[src/verilog/uart_xfn_regs.vh]
`ifndef UART_XFN_REGS_VH
`define UART_XFN_REGS_VH
// Overview of operation
// - Setting nine_bit_mode makes both transmitter and receiver carry nine data bits.
// - The outgoing ninth bit sits in tx_ninth_bit and each received one lands in rx_ninth_bit.
// - The ninth bit is copied into the shifter in the same load as the eight data bits.
// - tx_ninth_bit keeps its value across characters until software rewrites it.
// - In stop the clocks halt and every register keeps its content.
// - The receive edge detector works in stop and wakes the processor when enabled.
// - After stop the block carries on from its kept state without reinitialising.
// - With loop_enable set, rx_source_select picks loopback at 0 and single wire at 1.
// - In loopback the transmitter output feeds the receiver internally.
// - In single wire the receiver listens to the transmit pin, or to the transmitter directly with wire_direction set, and the receive pin is unused.
// - In single wire with wire_direction clear the transmitter releases the transmit pin.
// - In single wire with wire_direction set the transmitter drives the transmit pin.
// - Any receive edge with the receiver enabled sets rx_edge_flag, cleared by writing one.
// - tx_complete_flag shows all data has gone and the line rests idle high.
`define REG_DATA        4'h0
`define REG_CONTROL_ONE 4'h1
`define REG_CONTROL_THR 4'h2
`define REG_STATUS_ONE  4'h3
`define REG_STATUS_TWO  4'h4
`define REG_IRQ_MASK    4'h5
`define REG_BAUD        4'h6
`define C1_NINE         0
`define C1_LOOP         1
`define C1_RX_SOURCE_SELECT         2
`define C1_TXEN         3
`define C1_RXEN         4
`define C3_TX9          0
`define C3_RX9          1
`define C3_DIR          2
`define ST_TX_BUFFER_EMPTY_FLAG         0
`define ST_TC           1
`define ST_RDRF         2
`define ST_RAF          3
`define ST_EDGE         4
`define BAUD_RESET      16'h0010
`endif

[src/verilog/uart_xfn.v]
// Decided for this implementation: register access over Avalon-MM and the register offsets.
`timescale 1ns/1ps
`include "uart_xfn_regs.vh"
module uart_xfn #(
  parameter DIV_W = 16
) (
  input  wire        core_clk,
  input  wire        rstn,
  input  wire [3:0]  avs_address,
  input  wire        avs_read,
  input  wire        avs_write,
  input  wire [31:0] avs_writedata,
  output reg  [31:0] avs_readdata,
  output wire        avs_waitrequest,
  input  wire        rxd_in,
  input  wire        txd_in,
  output wire        txd_out,
  output wire        txd_oe,
  output wire        rxd_in_use,
  output wire        irq,
  output wire        wake_req
);
  localparam S_IDLE = 2'h0;
  localparam S_SHIFT = 2'h1;
  localparam [3:0] BITS_NINE  = 4'hB;
  localparam [3:0] BITS_EIGHT = 4'hA;
  // Frames carry one start and one stop bit and no parity. Overrun keeps the unread
  // character, so software must empty the data register within one frame time.

  reg [4:0]       ctl1_q;
  reg [2:0]       ctl3_q;
  reg [DIV_W-1:0] baud_q;
  reg [4:0]       mask_q;
  reg             edge_ie_q;
  reg [7:0]       tbuf_q;
  reg             tbuf9_q;
  reg             tx_buffer_empty_flag_q;
  reg             edge_q;
  reg [7:0]       rbuf_q;
  reg             rdrf_q;
  reg             ack_q;
  reg             rx_prev_q;

  wire nine_bit_mode    = ctl1_q[`C1_NINE];
  wire loop_enable      = ctl1_q[`C1_LOOP];
  wire rx_source_select = ctl1_q[`C1_RX_SOURCE_SELECT];
  wire tx_enable        = ctl1_q[`C1_TXEN];
  wire rx_enable        = ctl1_q[`C1_RXEN];
  wire wire_direction   = ctl3_q[`C3_DIR];
  wire tx_ninth_bit     = ctl3_q[`C3_TX9];
  wire single_wire      = loop_enable & rx_source_select;
  wire loopback         = loop_enable & ~rx_source_select;

  // Transmitter: a shifter loaded from the buffer, one bit per baud period.
  reg [1:0]       tst_q;
  reg [9:0]       tsh_q;
  reg [3:0]       tcnt_q;
  reg [DIV_W-1:0] tdiv_q;
  reg             tline_q;
  wire            tick_t = (tdiv_q == {DIV_W{1'b0}});
  wire [3:0]      nbits = nine_bit_mode ? BITS_NINE : BITS_EIGHT;
  wire            tx_load = (tst_q == S_IDLE) & ~tx_buffer_empty_flag_q & tx_enable;

  always @(posedge core_clk or negedge rstn)
  begin
    if (!rstn)
    begin
      tst_q   <= S_IDLE;
      tsh_q   <= 10'h3FF;
      tcnt_q  <= 4'h0;
      tdiv_q  <= {DIV_W{1'b0}};
      tline_q <= 1'b1;
    end
    else if (tst_q == S_IDLE)
    begin
      tline_q <= 1'b1;
      if (!tx_buffer_empty_flag_q && tx_enable)
      begin
        // Ninth bit moves with the data in one load.
        tsh_q   <= {1'b1, tbuf9_q, tbuf_q};
        tline_q <= 1'b0;
        tcnt_q  <= nbits - 4'h1;
        tdiv_q  <= baud_q;
        tst_q   <= S_SHIFT;
      end
    end
    else
    begin
      tdiv_q <= tick_t ? baud_q : tdiv_q - {{(DIV_W-1){1'b0}}, 1'b1};
      if (tick_t)
      begin
        if (tcnt_q == 4'h0)
        begin
          tst_q   <= S_IDLE;
          tline_q <= 1'b1;
        end
        else
        begin
          tline_q <= tsh_q[0];
          tcnt_q  <= tcnt_q - 4'h1;
          // In eight-bit mode skip the ninth position straight to stop.
          tsh_q   <= (!nine_bit_mode && tcnt_q == 4'h2) ?
                     {1'b1, 9'h1FF} : {1'b1, tsh_q[9:1]};
        end
      end
    end
  end

  wire tx_busy = (tst_q != S_IDLE);
  wire tx_complete_flag = tx_buffer_empty_flag_q & ~tx_busy & tline_q;
  assign txd_out = tline_q;
  // The pin is driven except in single wire with the direction set to listen.
  assign txd_oe = ~single_wire | wire_direction;
  assign rxd_in_use = ~single_wire;

  // Both pins cross in through three flops; a change counts once stages two and three agree.
  // Each pin keeps its own last agreed level so a disagreement never borrows the other line.
  wire [1:0] pin_raw = {txd_in, rxd_in};
  wire [1:0] pin_sync;
  genvar gi;
  generate
    for (gi = 0; gi < 2; gi = gi + 1)
    begin : g_sync
      reg [2:0] sync_q;
      reg       level_q;
      always @(posedge core_clk or negedge rstn)
      begin
        if (!rstn)
        begin
          sync_q  <= 3'h7;
          level_q <= 1'b1;
        end
        else
        begin
          sync_q <= {sync_q[1:0], pin_raw[gi]};
          if (sync_q[2] == sync_q[1])
            level_q <= sync_q[2];
        end
      end
      assign pin_sync[gi] = (sync_q[2] == sync_q[1]) ? sync_q[2] : level_q;
    end
  endgenerate
  wire rx_pin  = pin_sync[0];
  wire wi_pin  = pin_sync[1];
  wire rx_line = loopback ? tline_q :
                 single_wire ? (wire_direction ? tline_q : wi_pin) :
                 rx_pin;
  wire rx_edge = (rx_line != rx_prev_q);

  // Receiver: start bit found, sample mid bit, frame of eight or nine bits.
  reg [1:0]       rst_q;
  reg [8:0]       rsh_q;
  reg [3:0]       rcnt_q;
  reg [DIV_W-1:0] rdiv_q;
  reg             r9_q;
  wire            tick_r = (rdiv_q == {DIV_W{1'b0}});
  wire            rx_active_flag = (rst_q != S_IDLE);
  wire            rx_done = tick_r && rx_active_flag && rcnt_q == 4'h0;
  wire            rx_ninth_bit = r9_q;

  always @(posedge core_clk or negedge rstn)
  begin
    if (!rstn)
    begin
      rst_q     <= S_IDLE;
      rsh_q     <= 9'h000;
      rcnt_q    <= 4'h0;
      rdiv_q    <= {DIV_W{1'b0}};
      r9_q      <= 1'b0;
      rx_prev_q <= 1'b1;
    end
    else
    begin
      rx_prev_q <= rx_line;
      if (rst_q == S_IDLE)
      begin
        if (rx_enable && rx_prev_q && !rx_line)
        begin
          rdiv_q <= {1'b0, baud_q[DIV_W-1:1]};
          rcnt_q <= nbits - 4'h1;
          rst_q  <= S_SHIFT;
        end
      end
      else
      begin
        rdiv_q <= tick_r ? baud_q : rdiv_q - {{(DIV_W-1){1'b0}}, 1'b1};
        if (tick_r)
        begin
          rcnt_q <= rcnt_q - 4'h1;
          if (rcnt_q == 4'h0)
            rst_q <= S_IDLE;
          else if (rcnt_q == nbits - 4'h1)
          begin
            // A start bit that is high again at mid bit was noise, so hunt again.
            if (rx_line)
              rst_q <= S_IDLE;
          end
          else
            rsh_q <= nine_bit_mode ? {rx_line, rsh_q[8:1]} : {1'b0, rx_line, rsh_q[7:1]};
        end
      end
      if (rx_done && !rdrf_q && nine_bit_mode)
        r9_q <= rsh_q[8];
    end
  end

  // Avalon slave: reads take one wait cycle, writes none.
  assign avs_waitrequest = avs_read & ~ack_q;
  wire wr = avs_write;
  wire rd_data = avs_read & ack_q & (avs_address == `REG_DATA);
  wire [4:0] status;
  assign status[`ST_TX_BUFFER_EMPTY_FLAG] = tx_buffer_empty_flag_q;
  assign status[`ST_TC]   = tx_complete_flag;
  assign status[`ST_RDRF] = rdrf_q;
  assign status[`ST_RAF]  = rx_active_flag;
  assign status[`ST_EDGE] = edge_q;

  reg [31:0] rdata_d;
  always @*
  begin
    rdata_d = 32'h00000000;
    case (avs_address)
      `REG_DATA:        rdata_d = {23'h000000, rx_ninth_bit, rbuf_q};
      `REG_CONTROL_ONE: rdata_d = {27'h0000000, ctl1_q};
      `REG_CONTROL_THR: rdata_d = {29'h00000000, ctl3_q[2], rx_ninth_bit, ctl3_q[0]};
      `REG_STATUS_ONE:  rdata_d = {27'h0000000, status};
      `REG_STATUS_TWO:  rdata_d = {31'h00000000, edge_ie_q};
      `REG_IRQ_MASK:    rdata_d = {27'h0000000, mask_q};
      `REG_BAUD:        rdata_d = {{(32-DIV_W){1'b0}}, baud_q};
      default:          rdata_d = 32'h00000000;
    endcase
  end

  always @(posedge core_clk or negedge rstn)
  begin
    if (!rstn)
    begin
      ack_q        <= 1'b0;
      avs_readdata <= 32'h00000000;
      ctl1_q       <= 5'h00;
      ctl3_q       <= 3'h0;
      baud_q       <= `BAUD_RESET;
      mask_q       <= 5'h00;
      edge_ie_q    <= 1'b0;
      tbuf_q       <= 8'h00;
      tbuf9_q      <= 1'b0;
      tx_buffer_empty_flag_q       <= 1'b1;
      edge_q       <= 1'b0;
      rbuf_q       <= 8'h00;
      rdrf_q       <= 1'b0;
    end
    else
    begin
      ack_q <= avs_read & ~ack_q;
      if (avs_read && !ack_q)
        avs_readdata <= rdata_d;
      if (wr && avs_address == `REG_CONTROL_ONE)
        ctl1_q <= avs_writedata[4:0];
      if (wr && avs_address == `REG_CONTROL_THR)
        ctl3_q <= {avs_writedata[`C3_DIR], 1'b0, avs_writedata[`C3_TX9]};
      if (wr && avs_address == `REG_STATUS_TWO)
        edge_ie_q <= avs_writedata[0];
      if (wr && avs_address == `REG_IRQ_MASK)
        mask_q <= avs_writedata[4:0];
      if (wr && avs_address == `REG_BAUD)
        baud_q <= avs_writedata[DIV_W-1:0];
      // Buffer load; tx_ninth_bit is sampled here, hence written first.
      if (wr && avs_address == `REG_DATA)
      begin
        tbuf_q  <= avs_writedata[7:0];
        tbuf9_q <= nine_bit_mode & tx_ninth_bit;
        tx_buffer_empty_flag_q  <= 1'b0;
      end
      else if (tx_load)
        tx_buffer_empty_flag_q <= 1'b1;
      if (rx_done && !rdrf_q)
      begin
        rbuf_q <= rsh_q[7:0];
        rdrf_q <= 1'b1;
      end
      else if (rd_data)
        rdrf_q <= 1'b0;
      // Set beats a same-cycle write-one clear.
      if (rx_enable && rx_edge)
        edge_q <= 1'b1;
      else if (wr && avs_address == `REG_STATUS_ONE && avs_writedata[`ST_EDGE])
        edge_q <= 1'b0;
    end
  end

  // Stop halts core_clk outside; nothing here reinitialises on resume.
  // The wake path also compares the raw selected line with the last synchronised level,
  // so an edge still raises wake_req while core_clk is halted in stop.
  wire raw_line = loopback ? tline_q :
                  single_wire ? (wire_direction ? tline_q : txd_in) :
                  rxd_in;
  wire raw_edge = (raw_line != rx_prev_q);
  assign wake_req = edge_ie_q & rx_enable & (rx_edge | raw_edge | edge_q);
  assign irq = |(status & mask_q) | wake_req;
endmodule

[config.mk]
export PLATFORM = sky130hd
export DESIGN_NAME = uart_xfn
export DESIGN_NICKNAME = d
export VERILOG_FILES = /design/src/verilog/uart_xfn.v
export VERILOG_INCLUDE_DIRS = /design/src /design/src/verilog
export SDC_FILE = /design/constraint.sdc
export NUM_CORES = 1
export LEC_CHECK = 0
export BUFFER_PORTS_ARGS = -buffer_cell sky130_fd_sc_hd__buf_4
export CAP_MARGIN = 10
export CORE_MARGIN = 2
export CORE_UTILIZATION = 41
export CTS_CLUSTER_DIAMETER = 60
export DETAILED_ROUTE_END_ITERATION = 8
export GPL_TIMING_DRIVEN = 0
export PLACE_DENSITY = 0.61
export SLEW_MARGIN = 30
export SYNTH_ARGS = -nofsm -noshare
export SYNTH_HDL_FRONTEND = slang
export SYNTH_SLANG_ARGS = --single-unit
[constraint.sdc]
create_clock -name core_clk -period 2.35 [get_ports core_clk]
set_input_delay 0.47 -clock core_clk [delete_from_list [all_inputs] [get_ports core_clk]]
set_output_delay 0.47 -clock core_clk [all_outputs]
set_load 0.005 [all_outputs]
==> results.yml <==
clock_tree:
  insertion_delay_ns: 0.43
  clkSlewWorstSetupHoldPaths_ns: 0.06
  cts_max_level: 4
  cts_tree: "done"
  cts.sinks: 137
  clockBufferDepth: 2
  cts_buffers: 17
  ctsRootBufferMaster: "clkbuf_16"
yosys:
  synth_area_sq_um: 7220
  yosys_warnings: 0
  synth_seq_area_share_pct: 47.9
  synth_edf_count: 0
  synthTopCellsByArea: "dfrtp_1 40%, dfstp_2 7.6%, mux2_2 7.0%"
  synth_cell_types: 72
  synth_cells: 713
  yosys.area.top_type: "dfrtp_1"
  ys_top_cells_by_count: "116 x dfrtp_1, 64 x nand2_1, 59 x o21ai_0, 45 x mux2_2, 45 x nor2_1"
  syn_area_per_cell_sq_um: 10.1
  synth_top_cell_area_share_pct: 40.2
  ys_ff_latch: 137
  ys_async_sr_fraction_pct: 100
  synthFlopType: "dfrtp_1"
  yosysMostFrequentCell: "dfrtp_1"
power:
  p_sw_w: 0.00322
  combPwrFrac_pct: 28.8
  p_int_w: 0.00579
  ir_drop_uv: 630
  cellLeakagePower_nw: 3.87
  switching_share_pct: 35.7
  power.share.clock_pct: 28.9
  p_seq_share_pct: 42.3
  power.density_nw_per_um2: 1020
sta:
  hold_viol: 0
  slew_violations: 0
  setup_violations: 2
  fin_ws_ns: -0.290
  relSlewSlack_pct: 53.0
  finClkSkew_ns: 0.00759
  fin_crit_ns: 2.64
  tightest_slew_ns: 0.701
  period_share_pct: 112
  finalSetupTns_ns: -0.541
  rsz0062_at_grt: "yes"
  max_freq_mhz: 379
worst_setup_path:
  required_ns: 1.88
  path_delay_family: "flip-flops"
  worst_path_max_delay_cell: "dfstp_2"
  max_stage_delay_ns: 0.54
  arrival_ns: 2.17
  crit_fanout: 3
  path_cells: "maj3_2 -> nor2_2 -> nor4_4 -> a311oi_2 -> buf_4 -> a211o_1 -> buf_4"
  path_buf_inv: 2
  critPathCaptureType: "output pin"
  crit_type: "flip-flop to output pin"
  startpoint_type: "flip-flop"
  cp_common_cell: "buf_4"
route:
  drt_iter0_markers: 463
  routed.top_layer: "met4"
  drt_first_pass_iters: 5
  vias: 6046
  wl_per_cell_um: 19.7
  met2_length_mm: 9.55
  wl_met3_mm: 1.21
  final_antenna_net_count: 0
  drc: 0
  wl_met1_mm: 9.41
  routed_wl_mm: 20.6
  drt-vias-per-instance: 5.76
placed_design:
  gp_congestion: 0.922
  pre_cts_slack_ns: -0.334
  dp_hpwl_mm: 14.4
  port_buffers: 45
floorplan:
  start_util_pct: 41.9
  die_w_um: 137
  die_h_um: 137
  std_cell_rows: 48
  die_area_sq_um: 18700
  core_area_sq_um: 17200
  ios: 80
cells_and_area:
  area_growth_pct: 22.0
  n_fill_cell: 1563
  diodes: 0
  fin_nets: 861
  drive_above_1_share_pct: 28.2
global_route:
  grt_pass1_vias: 5868
  grt_pass1_wl_mm: 32.5
  grt_max_degree: 82
  grt_overflow: 0
  antenna_found_initial: 0
  gr-usage-all-layers_pct: 23.1
run:
  drv_cap: 0
min_path:
  worstHoldPathType: "input port to flip-flop"
status:
  status: "complete, but fails checks"
  violations: "negative setup slack"
[per-stage QoR]
stage               cell area (sq um)  cells  hold slack (ns)  power, W  utilization (%)
floorplan                        7270    728            0.174   0.00527                -
global route                     8810   1049            0.139   0.00951             51.1
detailed placement               7930    999            0.350   0.00608             46.0
global placement                 7890    998            0.346   0.00598             45.8
finish                           8810   1049            0.155   0.00901             51.1
CTS                              8680   1044            0.139   0.00888             50.4
[worst register-to-register path: cells and delay by family (launching register included)]
kind | cells | cell delay [ns]
flops | 1 | 0.35
simple gates | 3 | 1.01
mux | 1 | 0.30
buf+inv | 3 | 0.53
[repair_timing]
action                                  CTS  global route
endpoints found under the setup margin   35            41
pin swaps                                 5             6
gates resized for setup                  17            25
buffers inserted                         13             6
hold buffers                              1             0
hold endpoints to repair                 56             0
[cells by family (layout without fill, tap and decap cells)]
logic type	count (synthesis)	count (layout)	share of synthesized area, %
DFF	137	137	47.9
xor gates and xnor gates	3	3	0.364
and+or+nand+nor	221	221	16.5
muxes	65	65	10.5
adders and majority gates	10	10	1.66
buffers and inverters	86	182	5.48
other	1	16	0.0520
AOI/OAI and AO/OA	190	190	17.6
[per-layer routing]
metal	track usage, %	up-vias
li1	-	2801
met1	32.3	2994
met2	35.3	215
met3	5.48	36
met4	7.87	0
met5	0	-
[final timing paths]
kind,startpoint,end,slack (ns),cells after the start
setup / recovery,g_sync[1].sync_q[1],irq,-0.29,7
hold / removal,rxd_in,g_sync[0].sync_q[0],0.15,1
setup reg to reg,rdiv_q[4],rsh_q[6],0.05,7
hold reg to reg,g_sync[1].sync_q[0],g_sync[1].sync_q[1],0.35,0
max in group asynchronous,rstn,tsh_q[6],1.01,3
min in group asynchronous,rstn,rdiv_q[14],0.57,2
[power by group through the flow]
stage | Clock [W] | Combinational (W) | Sequential [W]
2_1_floorplan | 0 | 0.00173 | 0.00354
6_report | 0.00260 | 0.00260 | 0.00381
3_5_place_dp | 0 | 0.00229 | 0.00379
4_1_cts | 0.00265 | 0.00247 | 0.00376
5_1_grt | 0.00276 | 0.00286 | 0.00389
3_3_place_gp | 0 | 0.00221 | 0.00377
[area by class of cell]
cell class / instances / area (sq um) / share of cell area, %
Tap cell: 225 / 282 / 3.20
Sequential cell: 137 / 3460 / 39.2
Multi-Input combinational cell: 505 / 3560 / 40.4
Buffer: 55 / 299 / 3.40
Clock inverter: 12 / 116 / 1.32
Timing Repair Buffer: 66 / 529 / 6.01
Inverter: 29 / 109 / 1.24
Clock buffer: 20 / 457 / 5.19
[state kept, by name, indices dropped and copies added, names as in the netlist, 8 cells and up]
signal,cells
tbuf_q,8
rdiv_q,16
avs_readdata,16
rbuf_q,8
tdiv_q,16
tsh_q,9
baud_q,16
rsh_q,9
[cells in the final DEF (no fill, tap or decap), types with 17 or more instances in the layout]
master and instances:
nand2_1 64, nand3_1 17, dfstp_2 21, clkbuf_16 17
buf_4 78, clkbuf_1 29, nor2_1 44, o21ai_0 58
a21oi_1 31, dfrtp_1 115, inv_1 27, mux2_2 45
Power figures use the tool's default switching activity.
